[src/design/aqs_params.svh]
// Constants of the acquisition sequencer: register map, fields, reset values, sizes
`ifndef AQS_PARAMS_SVH
`define AQS_PARAMS_SVH
// What this block does
// - Software-timed mode: one conversion per command
// - Hardware-timed mode paced only by pacing clock
// - Buffered mode moves FIFO samples in blocks
// - Finite mode stops after count; reference needs finite
// - Continuous mode runs until stop command
// - Full FIFO overwrites oldest and flags overflow
// - Non-buffered mode: host reads FIFO directly
// - Start, reference, pause triggers from digital sources
// - Posttrigger count loaded, decremented per sample
// - Pretrigger count first, then posttrigger count
// - Reference trigger ignored before pretrigger samples done
// - After reference, count down posttrigger samples
// - Software start drives pulse on start line
// - Each pacing event samples every channel once
// - Pacing edge selectable rising or falling
// - Internal pacing: counter, software pulse, divided timebase
// - External pacing: terminals 0-5, lines 0-7, star
// - Pacing pulses ignored when not acquiring
// - Pacing pulses ignored while paused
// - Start-to-first-sample delay with divided-timebase pacing only, default two ticks

// ==========================================
// Register byte offsets
`define AQS_A_CTRL    8'h00
`define AQS_A_SRC     8'h04
`define AQS_A_PRE     8'h08
`define AQS_A_POST    8'h0C
`define AQS_A_DIV     8'h10
`define AQS_A_DELAY   8'h14
`define AQS_A_CMD     8'h18
`define AQS_A_STATUS  8'h1C
`define AQS_A_DATA    8'h20
`define AQS_A_COUNT   8'h24

// ==========================================
// Control fields
`define AQS_C_MODE       0
`define AQS_C_CONT       2
`define AQS_C_REF_EN     3
`define AQS_C_PACE_FALL  4
`define AQS_C_START_SW   5
`define AQS_C_PAUSE_EN   6
`define AQS_C_START_FALL 7
`define AQS_C_REF_FALL   8
`define AQS_C_PAUSE_LOW  9
`define AQS_C_NCH        12
`define AQS_MODE_SWT     2'h0
`define AQS_MODE_BUF     2'h1
`define AQS_MODE_NBUF    2'h2

// ==========================================
// Source fields and codes
`define AQS_S_PACE   0
`define AQS_S_START  8
`define AQS_S_REF    16
`define AQS_S_PAUSE  24
`define AQS_PACE_DIV 5'h00
`define AQS_PACE_CTR 5'h01
`define AQS_PACE_SW  5'h02
`define AQS_PACE_EXT 5'h03
`define AQS_EXT_N    16

// ==========================================
// Command and status bits
`define AQS_K_START 0
`define AQS_K_STOP  1
`define AQS_K_SWP   2
`define AQS_K_CLR   3
`define AQS_T_RUN   0
`define AQS_T_DONE  1
`define AQS_T_FOVF  2
`define AQS_T_HOVF  3
`define AQS_T_REFOK 4
`define AQS_T_LEVEL 8

// ==========================================
// Reset values and sizes
`define AQS_RST_DIV   24'h0000FF
`define AQS_RST_DELAY 16'h0002
`define AQS_FIFO_AW   4
`define AQS_FIFO_FULL 5'h10
`define AQS_DMA_BLOCK 5'h08
`define AQS_DW        16
`endif

[src/design/aqs_pkg.sv]
// Types shared by the acquisition sequencer
package aqs_pkg;
   typedef enum logic [2:0] {AQS_IDLE, AQS_WAIT, AQS_DELAY, AQS_PRE, AQS_ARMED, AQS_POST, AQS_CONT} aqs_state_t;
endpackage

[src/design/aqs_mem.sv]
// Sample store of the FIFO with registered read data
`timescale 1ns/100ps
module aqs_mem #(
   parameter int AW = 4,
   parameter int DW = 16
) (
   input  wire logic          clk,
   input  wire logic          nrst,
   input  wire logic          we,
   input  wire logic [AW-1:0] waddr,
   input  wire logic [DW-1:0] wdata,
   input  wire logic [AW-1:0] raddr,
   output logic      [DW-1:0] rdata
);
   logic [DW-1:0] mem [2**AW];

   always_ff @(posedge clk)
   begin
      if (we)
      begin
         mem[waddr] <= wdata;
      end
   end

   always_ff @(posedge clk)
   begin
      if (!nrst)
         rdata <= '0;
      else
         rdata <= mem[raddr];
   end
endmodule

[src/design/aqs_sync.sv]
// Three-flop synchroniser for pin inputs with agreement filter
`timescale 1ns/100ps
module aqs_sync #(
   parameter int W = 16
) (
   input  wire logic         clk,
   input  wire logic         nrst,
   input  wire logic [W-1:0] din,
   output logic      [W-1:0] stable
);
   logic [W-1:0] s1;
   logic [W-1:0] s2;
   logic [W-1:0] s3;
   logic [W-1:0] next_stable;

   // A level counts only once the second and third stages agree
   always_comb
   begin
      next_stable = ((s2 ~^ s3) & s2) | ((s2 ^ s3) & stable);
   end

   always_ff @(posedge clk)
   begin
      if (!nrst)
      begin
         s1     <= '0;
         s2     <= '0;
         s3     <= '0;
         stable <= '0;
      end
      else
      begin
         s1     <= din;
         s2     <= s1;
         s3     <= s2;
         stable <= next_stable;
      end
   end
endmodule

[src/design/aqs_seq.sv]
// Acquisition sequencer top: APB registers, pacing, triggers, sample counter, FIFO
`timescale 1ns/100ps
`include "aqs_params.svh"
module aqs_seq (
   input  wire logic        CLK,
   input  wire logic        NRST,
   input  wire logic        PSEL,
   input  wire logic        PENABLE,
   input  wire logic        PWRITE,
   input  wire logic [7:0]  PADDR,
   input  wire logic [31:0] PWDATA,
   output logic      [31:0] PRDATA,
   output logic             PREADY,
   output logic             PSLVERR,
   input  wire logic [5:0]  PFT_IN,
   input  wire logic [7:0]  STL_IN,
   input  wire logic        STAR_IN,
   input  wire logic        CTR_IN,
   input  wire logic        START_TRIG_I,
   output logic             START_TRIG_O,
   output logic             START_TRIG_OE,
   output logic             CONV_STROBE,
   output logic [3:0]       CONV_CHAN,
   input  wire logic [15:0] ADC_DATA,
   input  wire logic        ADC_VALID,
   output logic             DMA_REQ,
   output logic [15:0]      DMA_DATA,
   input  wire logic        DMA_ACK,
   input  wire logic        HBUF_OVF
);
   aqs_pkg::aqs_state_t state;
   aqs_pkg::aqs_state_t next_state;
   logic [15:0] ctrl,   next_ctrl;
   logic [31:0] src,    next_src;
   logic [23:0] pre,    next_pre;
   logic [23:0] post,   next_post;
   logic [23:0] divisor, next_divisor;
   logic [15:0] delay,  next_delay;
   logic [23:0] cnt,    next_cnt;
   logic [15:0] dly,    next_dly;
   logic [23:0] div,    next_div;
   logic        busy,   next_busy;
   logic [3:0]  last,   next_last;
   logic [3:0]  ch,     next_ch;
   logic        strobe, next_strobe;
   logic        done,   next_done;
   logic        fovf,   next_fovf;
   logic        hovf,   next_hovf;
   logic        refok,  next_refok;
   logic        stout,  next_stout;
   logic [3:0]  wptr,   next_wptr;
   logic [3:0]  rptr,   next_rptr;
   logic [4:0]  level,  next_level;
   logic        stale,  next_stale;
   logic [31:0] prdata, next_prdata;
   logic        rvalid, next_rvalid;
   logic        pace_d, next_pace_d;
   logic        st_d,   next_st_d;
   logic        ref_d,  next_ref_d;
   logic [15:0] ext;
   logic [15:0] rdata;
   logic [31:0] rmux;
   logic [4:0]  psrc;
   logic        pace_lvl, tick, acc, in_run, pause_on;
   logic        st_lvl, st_edge, ref_lvl, ref_edge;
   logic        wr, rd_done, mapped, swt, finite, use_ref, begin_acq;
   logic        cmd_start, cmd_stop, cmd_swp, cmd_clr;
   logic        push, pop, dma_pop, apb_pop, full, empty;
   aqs_pkg::aqs_state_t run_st;

   // ==========================================
   // Pins and memory
   aqs_sync #(.W(`AQS_EXT_N)) u_sync (
      .clk    (CLK),
      .nrst   (NRST),
      .din    ({START_TRIG_I, STAR_IN, STL_IN, PFT_IN}),
      .stable (ext)
   );

   aqs_mem #(.AW(`AQS_FIFO_AW), .DW(`AQS_DW)) u_mem (
      .clk   (CLK),
      .nrst  (NRST),
      .we    (push),
      .waddr (wptr),
      .wdata (ADC_DATA),
      .raddr (rptr),
      .rdata (rdata)
   );

   // ==========================================
   // Decode
   assign wr        = PSEL && PENABLE && PWRITE;
   assign rd_done   = PSEL && PENABLE && !PWRITE && rvalid;
   assign cmd_start = wr && PADDR == `AQS_A_CMD && PWDATA[`AQS_K_START];
   assign cmd_stop  = wr && PADDR == `AQS_A_CMD && PWDATA[`AQS_K_STOP];
   assign cmd_swp   = wr && PADDR == `AQS_A_CMD && PWDATA[`AQS_K_SWP];
   assign cmd_clr   = wr && PADDR == `AQS_A_CMD && PWDATA[`AQS_K_CLR];
   assign swt       = ctrl[`AQS_C_MODE +: 2] == `AQS_MODE_SWT;
   assign finite    = !ctrl[`AQS_C_CONT];
   assign use_ref   = ctrl[`AQS_C_REF_EN] && finite;
   assign in_run    = state inside {aqs_pkg::AQS_PRE, aqs_pkg::AQS_ARMED, aqs_pkg::AQS_POST, aqs_pkg::AQS_CONT};
   assign run_st    = !finite ? aqs_pkg::AQS_CONT
                    : (use_ref ? (pre == '0 ? aqs_pkg::AQS_ARMED : aqs_pkg::AQS_PRE) : aqs_pkg::AQS_POST);

   // ==========================================
   // Triggers: all digital, picked from synchronised pins
   assign st_lvl   = ext[src[`AQS_S_START +: 4]] ^ ctrl[`AQS_C_START_FALL];
   assign ref_lvl  = ext[src[`AQS_S_REF +: 4]] ^ ctrl[`AQS_C_REF_FALL];
   assign st_edge  = st_lvl && !st_d;
   assign ref_edge = ref_lvl && !ref_d;
   assign pause_on = ctrl[`AQS_C_PAUSE_EN] && (ext[src[`AQS_S_PAUSE +: 4]] ^ ctrl[`AQS_C_PAUSE_LOW]);
   assign begin_acq = !swt && ((ctrl[`AQS_C_START_SW] && cmd_start && state == aqs_pkg::AQS_IDLE)
                    || (!ctrl[`AQS_C_START_SW] && state == aqs_pkg::AQS_WAIT && st_edge));

   // ==========================================
   // Pacing source and edge
   assign psrc = src[`AQS_S_PACE +: 5];
   always_comb
   begin
      pace_lvl = 1'b0;
      if (psrc == `AQS_PACE_CTR)
         pace_lvl = CTR_IN;
      else if (psrc >= `AQS_PACE_EXT && psrc < `AQS_PACE_EXT + 5'(`AQS_EXT_N - 1))
         pace_lvl = ext[4'(psrc - `AQS_PACE_EXT)];
      pace_lvl = pace_lvl ^ ctrl[`AQS_C_PACE_FALL];
      if (psrc == `AQS_PACE_DIV)
         tick = in_run && div == '0;
      else if (psrc == `AQS_PACE_SW)
         tick = cmd_swp;
      else
         tick = pace_lvl && !pace_d;
   end

   // Only the pacing clock paces, and only while running and not paused
   assign acc = tick && in_run && !pause_on && !busy && !swt;

   // ==========================================
   // FIFO flags
   assign full    = level == `AQS_FIFO_FULL;
   assign empty   = level == '0;
   assign push    = busy && ADC_VALID;
   assign dma_pop = DMA_REQ && DMA_ACK;
   assign apb_pop = rd_done && PADDR == `AQS_A_DATA && !empty
                    && ctrl[`AQS_C_MODE +: 2] == `AQS_MODE_NBUF;
   assign pop     = dma_pop || apb_pop;
   // Short tail is flushed once the acquisition has stopped
   assign DMA_REQ = ctrl[`AQS_C_MODE +: 2] == `AQS_MODE_BUF && !empty && !stale
                    && (level >= `AQS_DMA_BLOCK || state == aqs_pkg::AQS_IDLE);
   assign DMA_DATA = rdata;

   // ==========================================
   // Register bus
   always_comb
   begin
      mapped = 1'b1;
      rmux   = '0;
      unique case (PADDR)
         `AQS_A_CTRL:   rmux = {16'h0000, ctrl};
         `AQS_A_SRC:    rmux = src;
         `AQS_A_PRE:    rmux = {8'h00, pre};
         `AQS_A_POST:   rmux = {8'h00, post};
         `AQS_A_DIV:    rmux = {8'h00, divisor};
         `AQS_A_DELAY:  rmux = {16'h0000, delay};
         `AQS_A_CMD:    rmux = '0;
         `AQS_A_STATUS: rmux = {19'h00000, level, 3'h0, refok, hovf, fovf, done, state != aqs_pkg::AQS_IDLE};
         `AQS_A_DATA:   rmux = {16'h0000, rdata};
         `AQS_A_COUNT:  rmux = {8'h00, cnt};
         default:       mapped = 1'b0;
      endcase
   end
   // A pop leaves the read word stale for one cycle, so a data read waits
   assign PREADY  = PWRITE || rvalid;
   assign PSLVERR = PSEL && PENABLE && PREADY && !mapped;
   assign PRDATA  = prdata;

   // ==========================================
   // Sequencer
   always_comb
   begin
      next_state = state;   next_ctrl = ctrl;     next_src = src;
      next_pre = pre;       next_post = post;     next_divisor = divisor;
      next_delay = delay;   next_cnt = cnt;       next_dly = dly;
      next_div = div;       next_busy = busy;     next_last = last;
      next_ch = ch;         next_strobe = 1'b0;   next_done = done;
      next_fovf = fovf;     next_hovf = hovf;     next_refok = refok;
      next_stout = 1'b0;    next_wptr = wptr;     next_rptr = rptr;
      next_level = level;   next_prdata = prdata; next_rvalid = rvalid;
      next_pace_d = pace_lvl; next_st_d = st_lvl; next_ref_d = ref_lvl;
      next_stale = pop || (push && (empty || full));
      if (wr)
      begin
         unique case (PADDR)
            `AQS_A_CTRL:  next_ctrl = PWDATA[15:0];
            `AQS_A_SRC:   next_src = PWDATA;
            `AQS_A_PRE:   next_pre = PWDATA[23:0];
            `AQS_A_POST:  next_post = PWDATA[23:0];
            `AQS_A_DIV:   next_divisor = PWDATA[23:0];
            `AQS_A_DELAY: next_delay = PWDATA[15:0];
            default:      ;
         endcase
      end
      if (PSEL && !PWRITE && !rvalid && (!stale || PADDR != `AQS_A_DATA))
      begin
         next_prdata = rmux;
         next_rvalid = 1'b1;
      end
      if (rd_done)
         next_rvalid = 1'b0;
      if (cmd_clr)
      begin
         next_fovf = 1'b0;
         next_hovf = 1'b0;
      end
      if (HBUF_OVF && !finite && state != aqs_pkg::AQS_IDLE)
         next_hovf = 1'b1;
      if (in_run)
         next_div = (div == '0) ? divisor - 24'h000001 : div - 24'h000001;
      if (cmd_start && !swt && !ctrl[`AQS_C_START_SW] && state == aqs_pkg::AQS_IDLE)
         next_state = aqs_pkg::AQS_WAIT;
      if (begin_acq)
      begin
         next_done  = 1'b0;
         next_refok = 1'b0;
         next_stout = ctrl[`AQS_C_START_SW];
         next_cnt   = use_ref ? pre : post;
         next_dly   = delay;
         next_div   = '0;
         next_state = (psrc == `AQS_PACE_DIV) ? aqs_pkg::AQS_DELAY : run_st;
      end
      if (state == aqs_pkg::AQS_DELAY)
      begin
         next_dly = dly - 16'h0001;
         if (dly <= 16'h0001)
            next_state = run_st;
      end
      if (acc)
      begin
         unique case (state)
            aqs_pkg::AQS_PRE:
               if (cnt <= 24'h000001)
               begin
                  next_cnt   = '0;
                  next_state = aqs_pkg::AQS_ARMED;
               end
               else
                  next_cnt = cnt - 24'h000001;
            aqs_pkg::AQS_POST:
               if (cnt <= 24'h000001)
               begin
                  next_cnt   = '0;
                  next_state = aqs_pkg::AQS_IDLE;
                  next_done  = 1'b1;
               end
               else
                  next_cnt = cnt - 24'h000001;
            default: ;
         endcase
      end
      // Reference only counts once the pretrigger samples are in
      if (state == aqs_pkg::AQS_ARMED && ref_edge)
      begin
         next_refok = 1'b1;
         next_cnt   = post;
         next_state = aqs_pkg::AQS_POST;
      end
      if (cmd_stop)
         next_state = aqs_pkg::AQS_IDLE;
      // Conversion train: one pass over all channels per paced sample, channel 0 only when software-timed
      if (acc || (swt && cmd_swp && !busy))
      begin
         next_busy   = 1'b1;
         next_ch     = '0;
         next_strobe = 1'b1;
         next_last   = swt ? 4'h0 : ctrl[`AQS_C_NCH +: 4];
      end
      else if (push)
      begin
         if (ch == last)
            next_busy = 1'b0;
         else
         begin
            next_ch     = ch + 4'h1;
            next_strobe = 1'b1;
         end
      end
      // Full FIFO drops its oldest word rather than the new one
      if (push && full && !pop)
      begin
         next_wptr = wptr + 4'h1;
         next_rptr = rptr + 4'h1;
         next_fovf = 1'b1;
      end
      else
      begin
         if (push)
            next_wptr = wptr + 4'h1;
         if (pop)
            next_rptr = rptr + 4'h1;
         next_level = level + 5'(push) - 5'(pop);
      end
   end

   always_ff @(posedge CLK)
   begin
      if (!NRST)
      begin
         state <= aqs_pkg::AQS_IDLE; ctrl <= '0; src <= '0;
         pre <= '0; post <= '0; divisor <= `AQS_RST_DIV; delay <= `AQS_RST_DELAY;
         cnt <= '0; dly <= '0; div <= '0; busy <= 1'b0; last <= '0; ch <= '0;
         strobe <= 1'b0; done <= 1'b0; fovf <= 1'b0; hovf <= 1'b0; refok <= 1'b0;
         stout <= 1'b0; wptr <= '0; rptr <= '0; level <= '0; stale <= 1'b0;
         prdata <= '0; rvalid <= 1'b0; pace_d <= 1'b0; st_d <= 1'b0; ref_d <= 1'b0;
      end
      else
      begin
         state <= next_state; ctrl <= next_ctrl; src <= next_src;
         pre <= next_pre; post <= next_post; divisor <= next_divisor; delay <= next_delay;
         cnt <= next_cnt; dly <= next_dly; div <= next_div; busy <= next_busy;
         last <= next_last; ch <= next_ch; strobe <= next_strobe; done <= next_done;
         fovf <= next_fovf; hovf <= next_hovf; refok <= next_refok; stout <= next_stout;
         wptr <= next_wptr; rptr <= next_rptr; level <= next_level; stale <= next_stale;
         prdata <= next_prdata; rvalid <= next_rvalid; pace_d <= next_pace_d;
         st_d <= next_st_d; ref_d <= next_ref_d;
      end
   end

   assign CONV_STROBE   = strobe;
   assign CONV_CHAN     = ch;
   assign START_TRIG_O  = stout;
   assign START_TRIG_OE = ctrl[`AQS_C_START_SW];
endmodule

[config.mk]
export PLATFORM = sky130hd
export DESIGN_NAME = aqs_seq
export DESIGN_NICKNAME = d
export VERILOG_FILES = /design/src/design/aqs_pkg.sv /design/src/design/aqs_mem.sv /design/src/design/aqs_sync.sv /design/src/design/aqs_seq.sv
export VERILOG_INCLUDE_DIRS = /design/src /design/src/design
export SDC_FILE = /design/constraint.sdc
export NUM_CORES = 1
export LEC_CHECK = 0
export BUFFER_PORTS_ARGS = -buffer_cell sky130_fd_sc_hd__buf_2
export CAP_MARGIN = 20
export CORE_MARGIN = 5
export CORE_UTILIZATION = 30
export CTS_CLUSTER_SIZE = 20
export DETAILED_ROUTE_END_ITERATION = 12
export PLACE_DENSITY = 0.56
export RECOVER_POWER = 50
export SYNTH_ARGS = -nofsm -noshare
export SYNTH_HDL_FRONTEND = slang
export SYNTH_SLANG_ARGS = --single-unit
[constraint.sdc]
create_clock -name CLK -period 4.2 [get_ports CLK]
set_clock_uncertainty 0.1 [all_clocks]
set_input_delay 0.84 -clock CLK [delete_from_list [all_inputs] [get_ports CLK]]
set_output_delay 0.84 -clock CLK [all_outputs]
set_load 0.05 [all_outputs]
==> impl_summary.log, run 1 <==
INFO  metric cts-hold-fix-buffers = 0
INFO  metric leakage = 10.27 nW
INFO  metric p_sw_share = 22.15%
INFO  metric detailroute.via_count = 19800
INFO  metric synth.yosys.seq_area_share = 56.56%
INFO  metric synthTopCellsByCount = nand2_1, dfxtp_1, edfxtp_1
INFO  metric clkTransAtPathRegs = around 70 ps
INFO  metric failed_checks = max-capacitance violations, max-slew violations
INFO  metric fp.dieArea = just over 90000 µm²
INFO  metric use_met1 = 23.64%
INFO  metric internal-power = 9.600 mW
INFO  metric grt_pass1_wl = 125300 µm
INFO  metric grtUsageMet3 = 3.535%
INFO  metric place_worst_setup_slack = roughly 230 ps
INFO  metric post_route_fraction_of_the_period_consumed_by_the_critical_path = about 93%
INFO  metric timing.critical_path.required = between 4000 and 5000 ps
INFO  metric postSynthRegisterBits = 604
INFO  metric final_net_count = 2584
INFO  metric seq_power_share = 50.1%
INFO  metric setup_tns = 0 ps
INFO  metric detailedRoute.firstIterationViolations = 2110
INFO  metric cell_with_the_most_instances_after_synthesis = nand2_1
INFO  metric io_pins = 139
INFO  metric report.final.slew_viol_count = ~260
INFO  metric worst_slew_margin_rel = -24.35%
INFO  metric number_of_resized_instances_in_the_post_cts_repair_step = 0
INFO  metric final_layout_size_suffix_gt1_share = 17.17%
INFO  metric clock.fmax = 257.2 MHz
INFO  metric row_count = between 100 and 150
INFO  metric tot_gr_track_use = 17.53%
INFO  metric rsz_0062_raised_after_global_routing = no
INFO  metric synthesis.area = 25910 µm²
INFO  metric worst-slew-pin-transition = 1865 ps
INFO  metric numCtsBuffers = about 60
INFO  metric hpwl = around 57000 µm
INFO  metric vias_in_the_first_global_route = 19130
INFO  metric root_buffer = clkbuf_16
INFO  metric cts.repair_timing.setup_buffer_count = 0
INFO  metric area_growth_syn_to_layout = 17.02%
INFO  metric clock-sinks = 604
INFO  metric tritoncts_clock_tree = yes
INFO  metric net-switching-power = approximately 2.7 mW
INFO  metric worstPathArrival = 4360 ps
INFO  metric syn_avg_cell_area = 11.10 µm²
INFO  metric cell_pwr_density = slightly above 400 nW/µm²
INFO  metric portBuffers = 138
INFO  metric criticalPathCategory = register to register
INFO  metric register_to_register_setup_slack = 310 ps
INFO  metric syn-instance-count = 2335
INFO  metric synth.lib_cells_used.distinct = between 70 and 80
INFO  metric gr-total-overflow = 0
INFO  metric placeableCoreArea = 85410 µm²
INFO  metric yosys_most_used_dff = dfxtp_1
INFO  metric filler_cell_count = ~8500
INFO  metric combinationalPowerShare = between 2 and 3%
INFO  metric max-cap-violations = 9
INFO  metric setup_violations = 0
INFO  metric synthDominantAreaCellType = edfxtp_1
INFO  metric part_of_the_total_power_dissipated_in_the_clock_network = 47.0%
INFO  metric busiest_layer = met2
INFO  metric clkLatencyLatePin = approximately 670 ps
INFO  metric yosysTopAreaCellShare = 29.67%
INFO  metric route.detailed.wl_per_inst = 23.06 µm
INFO  metric drc = 0
INFO  metric clockBufferDepth = 3
INFO  metric yosys-top-cells-area = edfxtp_1, dfxtp_1, mux4_2, nand2_1, a21oi_1
INFO  metric maximum_vdd_ir_drop = 0.4255 mV
INFO  metric postSynth.asyncResetShare = 0%
INFO  metric globalplace.congestion = 0.9271
INFO  metric report.final.hold_viol_count = 0
INFO  metric min-delay-path-class = primary input to register
INFO  metric start_util = between 30% and 40%
INFO  metric htree_levels = 2
INFO  metric min_period = between 3000 and 4000 ps
INFO  metric timing.critical_path.fanout_max = 17
INFO  metric floorplan.die.width = 303.9 µm
INFO  metric synth_fp_nets = 2456
INFO  metric number_of_nets_with_antenna_violations_after_detailed_routing = 0
INFO  metric synth-warning-count = 0
INFO  metric synth_edf_count = 256
INFO  metric grt_antenna_before_repair = 8
INFO  metric grt_start_max_net_pins = between 80 and 90
INFO  metric timing.critical_path.from_type = register
INFO  metric setup_crit_end_kind = register
INFO  metric status = finished, violations left
INFO  metric setup_ws = between 300 and 400 ps
INFO  metric wirelength = ~84000 µm
INFO  metric fp.dieH = 303.9 µm
INFO  metric viasPerCell = 5.403
INFO  metric drt_pass1_iterations = 7
INFO  metric gr-usage-met2 = 28.81%
-- cell usage in the layout (no fill, tap or decap), types with 45 or more instances in the layout --
cell type	Yosys	final
nand2_1	392	392
dfxtp_1	348	345
edfxtp_1	256	256
a21oi_1	209	209
nor2_1	127	123
buf_2	5	122
mux4_2	96	96
o21ai_0	95	94
clkbuf_16	0	62
mux2i_1	60	60
and2_1	73	58
buf_4	0	54
a31oi_1	48	48
clkbuf_1	135	45
-- final timing paths --
kind         depth (start not counted)            end     startpoint
max                                 12        cnt[15]         src[0]
min reg2reg                          1  u_sync.s2[13]  u_sync.s1[13]
max reg2reg                         12        cnt[15]         src[0]
min                                  2   u_sync.s1[8]      STL_IN[2]
-- state kept, by name, indices dropped and copies added (netlist names), 24 cells and up --
| name | cells |
|---|---|
| PRDATA | 32 |
| src | 32 |
| divisor | 24 |
| cnt | 24 |
| u_mem.mem | 256 |
| div | 24 |
| pre | 24 |
| post | 24 |
-- worst max-delay path, stage by stage (launching register included) --
cell and delay, ps:
dfxtp_1 330, inv_1 80, ha_1 510, mux2_2 390, mux4_2 480, o211a_1 250, nand3b_1 100, nand3b_1 240
buf_4 310, a31oi_1 410, buf_4 260, o211ai_1 100, o31ai_1 240
-- routing by layer --
metal | part of all wire, % | up-vias
met5 | 0.047 | -
met4 | 3.0 | 6
met3 | 8.6 | 159
met2 | 47 | 923
met1 | 41 | 9817
li1 | - | 8891
-- logic make-up after synthesis --
family	share of synthesized area (%)
muxes	11.14
and+or+nand+nor	14.73
AOI/OAI and AO/OA	11.81
DFF	56.56
adders and majority gates	1.999
xor gates and xnor gates	1.217
buffers and inverters	2.545
-- power by group through the flow --
stage / combinational [mW] / sequential [mW] / clock, mW
5_1_grt: 0.383 / 6.18 / 6.15
4_1_cts: 0.360 / 6.18 / 5.90
6_report: 0.359 / 6.18 / 5.79
3_5_place_dp: 0.359 / 6.31 / 0
2_1_floorplan: 0.115 / 6.36 / 0
3_3_place_gp: 0.352 / 6.31 / 0
-- layout make-up --
class,instances,area [µm²],share of cell area [%]
Sequential cell,604,14660,48.35
Multi-Input combinational cell,1557,10680,35.24
Timing Repair Buffer,215,1277,4.213
Inverter,24,95.09,0.3136
Tap cell,1144,1431,4.721
Antenna cell,4,10.01,0.03301
Clock buffer,86,1715,5.658
Clock inverter,30,446.7,1.473
-- metrics by stage --
step	power [mW]	area, µm²	std cells	hold WS [ps]	utilization, %
after floorplan	6.471	25910	2335	311.9	-
after global placement	6.657	28220	3543	314.3	33.04
after detailed placement	6.665	28220	3543	319.2	33.04
after CTS	12.43	30380	3659	277.5	35.57
after global routing	12.71	30310	3661	291.5	35.49
final	12.33	30320	3664	305.4	35.50
No activity file was read; power rests on OpenSTA's default activity.
==> run 2, diff against run 1 <==
REMOVE_ABC_BUFFERS = 1   (was not set)
==> run 2 against run 1 <==
The run still ends with max-capacitance violations, max-slew violations left. Critical path depth is 2 lower. Die area stayed put. Sequential share of layout area is 0.11 points lower. Critical endpoint is now last[1].
==> impl_summary.log, run 2 (synthesis results as in run 1) <==
INFO  metric status = finished, violations left
INFO  metric failed_checks = max-capacitance violations, max-slew violations
INFO  metric timing.critical_path.from_type = primary input
INFO  metric rsz_0062_raised_after_global_routing = no
INFO  metric drc = 0
INFO  metric route.detailed.wl_per_inst = 23.51 µm
INFO  metric clock-sinks = 604
INFO  metric part_of_the_total_power_dissipated_in_the_clock_network = a little under half
INFO  metric report.final.hold_viol_count = 0
INFO  metric clkLatencyLatePin = ~640 ps
INFO  metric post_route_fraction_of_the_period_consumed_by_the_critical_path = 92.63%
INFO  metric clkTransAtPathRegs = 60 ps
INFO  metric htree_levels = 3
INFO  metric place_area = ~28000 µm²
INFO  metric floorplan.die.width = 303.9 µm
INFO  metric cp.buffers_inverters = 2
INFO  metric final_layout_size_suffix_gt1_share = ~17%
INFO  metric vias_in_the_first_global_route = 19530
INFO  metric worst_path_max_delay_cell = nor4_2
INFO  metric critPathMaxStageDelay = 810 ps
INFO  metric min-delay-path-class = primary input to register
INFO  metric numCtsBuffers = 69
INFO  metric cts.repair_timing.setup_buffer_count = 0
INFO  metric final_common_cell = nand2_1
INFO  metric multi_input_area = 10690 µm²
INFO  metric filler_cell_count = 8521
INFO  metric largest-register = u_mem.mem
INFO  metric endpoint_with_the_worst_hold_slack = u_sync.s1[2]
INFO  metric portBuffers = between 100 and 150
INFO  metric criticalPathCategory = primary input to register
INFO  metric io_pins = about 140
INFO  metric seq_power_share = 49.8%
INFO  metric number_of_resized_instances_in_the_post_cts_repair_step = 0
INFO  metric worstHoldStart = PFT_IN[2]
INFO  metric tot_gr_track_use = 18.07%
INFO  metric final_cell_area = between 30000 and 40000 µm²
INFO  metric tritoncts_clock_tree = yes
INFO  metric crit-reg2reg-launch = src[0]
INFO  metric grt_antenna_before_repair = 10
INFO  metric setup_violations = 0
INFO  metric largest_reg_flops = 256
INFO  metric root_buffer = clkbuf_16
INFO  metric detailroute.via_count = between 15000 and 20000
INFO  metric fin_cells = 3666
INFO  metric drt_pass1_iterations = 6
INFO  metric cts-hold-fix-buffers = 0
INFO  metric grt_start_max_net_pins = 193
INFO  metric fp.dieArea = 92340 µm²
INFO  metric internal-power = 9.585 mW
INFO  metric leakage = 10.31 nW
INFO  metric report.final.slew_viol_count = 333
INFO  metric min_period = just under 4000 ps
INFO  metric worst_slew_margin_rel = -57.04%
INFO  metric r2r_end = last[1]
INFO  metric cell_pwr_density = 408.3 nW/µm²
INFO  metric area_growth_syn_to_layout = 17.29%
INFO  metric row_count = 107
INFO  metric worst-slew-pin-transition = 2356 ps
INFO  metric final_cell_mix = nand2_1, dfxtp_1, edfxtp_1
INFO  metric placeableCoreArea = between 80000 and 90000 µm²
INFO  metric detailedRoute.firstIterationViolations = 2444
INFO  metric fp.dieH = 303.9 µm
INFO  metric critPathTopFamily = simple AND/OR/NAND/NOR gates
INFO  metric register_to_register_setup_slack = 330 ps
INFO  metric combinationalPowerShare = 2.9%
INFO  metric final_net_count = 2593
INFO  metric viasPerCell = 5.409
INFO  metric timing.critical_path.required = between 4000 and 5000 ps
INFO  metric setup_crit_end_kind = register
INFO  metric placedCellCount = around 3500
INFO  metric wirelength = 86170 µm
INFO  metric start_util = a little under a third
INFO  metric ff2ff_path_depth = 11
INFO  metric seq_area = 14660 µm²
INFO  metric globalplace.congestion = 0.9328
INFO  metric clockBufferDepth = 3
INFO  metric max-cap-violations = 5
INFO  metric grt_pass1_wl = 127900 µm
INFO  metric maximum_vdd_ir_drop = around 0.31 mV
INFO  metric worstPathArrival = 4320 ps
INFO  metric fin_hold_ws = 318.5 ps
INFO  metric number_of_nets_with_antenna_violations_after_detailed_routing = 0
INFO  metric p_sw_share = a little under a quarter
INFO  metric gr-total-overflow = 0
INFO  metric hold-path-cell-count = 2
INFO  metric net-switching-power = 2.824 mW
INFO  metric hpwl = 57550 µm
INFO  metric clock.fmax = 257.0 MHz
INFO  metric timing.critical_path.fanout_max = 19
INFO  metric path_cells = buf_2 > or4b_1 > nor4_2 > a31oi_1 > o22a_1 > nand3b_1 > buf_4 > nand3_1 > or3b_2 > a21oi_1
==> run 2: per-layer routing <==
layer  global-route usage [%]  up-vias  wire, µm
met5                        0        -        21
met4                    5.956        4      3011
met3                    4.927      180      8131
met2                    28.20      921     38750
met1                    24.51     9826     36260
li1                         -     8900         -
==> run 2: how the worst max path moves through the flow <==
stage,endpoint,from,slack [ps],depth (start not counted)
2_1_floorplan,state[1],src[10],-680,8
3_3_place_gp,last[3],PADDR[5],-20,10
3_5_place_dp,last[0],PADDR[5],-90,10
4_1_cts,last[0],src[0],390,11
5_1_grt,last[0],src[0],80,11
6_report,last[1],PADDR[5],310,10
==> run 2: area by class of cell <==
cell class	count	area share [%]
Tap cell	1144	4.710
Sequential cell	604	48.24
Timing Repair Buffer	216	4.319
Inverter	24	0.3005
Multi-Input combinational cell	1557	35.16
Clock buffer	94	6.134
Clock inverter	25	1.116
Antenna cell	2	0.01647
==> run 2: metrics by stage <==
step           setup slack, ps  util (%)  total power [mW]  setup TNS, ps
2_1_floorplan           -683.4         -             6.446         -20120
6_report                 309.4     35.58             12.41              0
5_1_grt                  78.88     35.57             12.86              0
4_1_cts                  394.8     35.69             12.57              0
3_3_place_gp            -15.85     33.11             6.668         -52.30
3_5_place_dp            -88.80     33.11             6.675         -315.6
==> run 2: worst reg2reg max path: cells and delay by family, from the launching register on <==
family / cells / cell delay (ps)
and+or+nand+nor: 3 / 1110
muxes: 2 / 840
AOI/OAI and AO/OA: 3 / 530
adders and majority gates: 1 / 510
buffers and inverters: 2 / 380
DFF: 1 / 320
==> run 2: power groups by stage <==
stage	clock, mW	combinational, mW	sequential (mW)
final	5.86	0.365	6.18
after global routing	6.29	0.389	6.18
after CTS	6.02	0.372	6.18
after detailed placement	0	0.371	6.30
after global placement	0	0.365	6.30
after floorplan	0	0.0895	6.36
==> run 3, diff against run 2 <==
CORE_ASPECT_RATIO = 0.5   (was not set)
==> run 3 against run 2 <==
The run still ends with max-capacitance violations, max-slew violations left. Power shrank 2.2%. Sequential share of layout area up 0.30 points. Core utilization shrank 0.40 points. Global-route usage decreased by 1.3 points. Critical path depth did not move.
==> impl_summary.log, run 3 (synthesis results as in run 1) <==
INFO  metric status = finished, violations left
INFO  metric failed_checks = max-capacitance violations, max-slew violations
INFO  metric clkTransAtPathRegs = roughly 60 ps
INFO  metric route.detailed.wl_per_inst = 21.62 µm
INFO  metric setup_violations = 0
INFO  metric use_met1 = 22.19%
INFO  metric hpwl = ~54000 µm
INFO  metric final_cell_area = 30200 µm²
INFO  metric report.final.slew_viol_count = 173
INFO  metric io_pins = 139
INFO  metric min_period = 3963 ps
INFO  metric grt_start_max_net_pins = 87
INFO  metric detailedRoute.firstIterationViolations = between 1500 and 2000
INFO  metric numCtsBuffers = 57
INFO  metric tritoncts_clock_tree = yes
INFO  metric wirelength = 79660 µm
INFO  metric floorplan.die.width = 425.6 µm
INFO  metric filler_cell_count = 8455
INFO  metric clockBufferDepth = 3
INFO  metric htree_levels = 2
INFO  metric fin_cells = ~3700
INFO  metric cts-hold-fix-buffers = 0
INFO  metric drt_pass1_iterations = 7
INFO  metric report.final.hold_viol_count = 0
INFO  metric setup_ws = 236.7 ps
INFO  metric tot_gr_track_use = 16.78%
INFO  metric rsz_0062_raised_after_global_routing = no
INFO  metric report.power.total = 12.13 mW
INFO  metric multi_input_area = approximately 11000 µm²
INFO  metric final_common_cell = nand2_1
INFO  metric fp.dieH = 217.8 µm
INFO  metric grt_antenna_before_repair = 4
INFO  metric portBuffers = roughly 140
INFO  metric cell_pwr_density = around 400 nW/µm²
INFO  metric maximum_vdd_ir_drop = between 0.3 and 0.4 mV
INFO  metric globalplace.congestion = 0.8800
INFO  metric place_worst_setup_slack = 179.3 ps
INFO  metric final_cell_mix = nand2_1, dfxtp_1, edfxtp_1
INFO  metric detailroute.via_count = 19240
INFO  metric area_growth_syn_to_layout = 16.57%
INFO  metric timing.critical_path.fanout_max = 11
INFO  metric leakage = 10.22 nW
INFO  metric vias_in_the_first_global_route = 18590
INFO  metric grtUsageMet3 = 3.664%
INFO  metric seq_area = 14660 µm²
INFO  metric setup_crit_end_kind = register
INFO  metric setup_tns = 0 ps
INFO  metric placeableCoreArea = about 86000 µm²
INFO  metric largest_reg_flops = roughly 260
INFO  metric start_util = 30.17%
INFO  metric grt_pass1_wl = approximately 120000 µm
INFO  metric fp.dieArea = 92700 µm²
INFO  metric worst_slew_margin_rel = -105.6%
INFO  metric gr-usage-met2 = between 20% and 30%
INFO  metric clock.fmax = 252.3 MHz
INFO  metric number_of_nets_with_antenna_violations_after_detailed_routing = 0
INFO  metric busiest_layer = met2
INFO  metric max-cap-violations = 4
INFO  metric largest-register = u_mem.mem
INFO  metric timing.critical_path.required = 4630 ps
INFO  metric root_buffer = clkbuf_16
INFO  metric finish.utilization = 35.18%
INFO  metric row_count = between 70 and 80
INFO  metric final_layout_size_suffix_gt1_share = 17.21%
INFO  metric criticalPathCategory = register to register
INFO  metric placedCellCount = 3572
INFO  metric clock-sinks = 604
INFO  metric timing.critical_path.from_type = register
INFO  metric clkLatencyLatePin = 640 ps
INFO  metric drc = 0
INFO  metric worst-slew-pin-transition = between 3000 and 4000 ps
INFO  metric gr-total-overflow = 0
INFO  metric viasPerCell = 5.221
INFO  metric worstPathArrival = 4390 ps
INFO  metric place_area = 28240 µm²
INFO  metric min-delay-path-class = primary input to register
INFO  metric fin_hold_ws = 312.3 ps
INFO  metric final_net_count = 2582
INFO  metric post_route_fraction_of_the_period_consumed_by_the_critical_path = 94.36%
-- run 3: worst paths after layout --
kind | startpoint | to | slack [ps] | cells after the start
min | STL_IN[0] | u_sync.s1[6] | 310 | 2
max | src[1] | last[2] | 240 | 10
min reg2reg | u_sync.s1[9] | u_sync.s2[9] | 330 | 1
max reg2reg | src[1] | last[2] | 240 | 10
-- run 3: worst max-delay path, cell delays in order, from the launching register on --
cell      delay [ps]
dfxtp_1          460
inv_1            110
ha_1             510
mux2_2           370
mux4_2           470
o211a_1          250
a21oi_1          140
nand3b_1         400
nand3_2          360
or3b_2           540
a21oi_1          130
-- run 3: per-layer routing --
layer	share of wire, %	wire (µm)	vias up
met4	3.7	2930	0
met3	6.9	5457	153
met5	0	0	-
met2	47	37070	634
li1	-	-	8886
met1	43	34200	9563
-- run 3: power breakdown --
part	leakage, nW	switching (mW)	total (mW)	internal (mW)
registers	5.12	0.0250	6.17	6.15
clock network	0.999	2.37	5.62	3.24
logic	4.10	0.266	0.348	0.0822
-- run 3: final cells by class --
type / count / area share, %
antenna: 4 / 0.03314
clock buffer: 70 / 5.087
clock inverter: 38 / 1.669
inverter: 24 / 0.2983
multi-input combinational: 1557 / 35.39
sequential: 604 / 48.54
tap: 1170 / 4.847
timing repair buffer: 217 / 4.138
-- run 3: timing repair --
action | in CTS | in global routing
resized for setup | 0 | 1
setup buffers | 0 | 0
endpoints found under the setup margin | 0 | 4
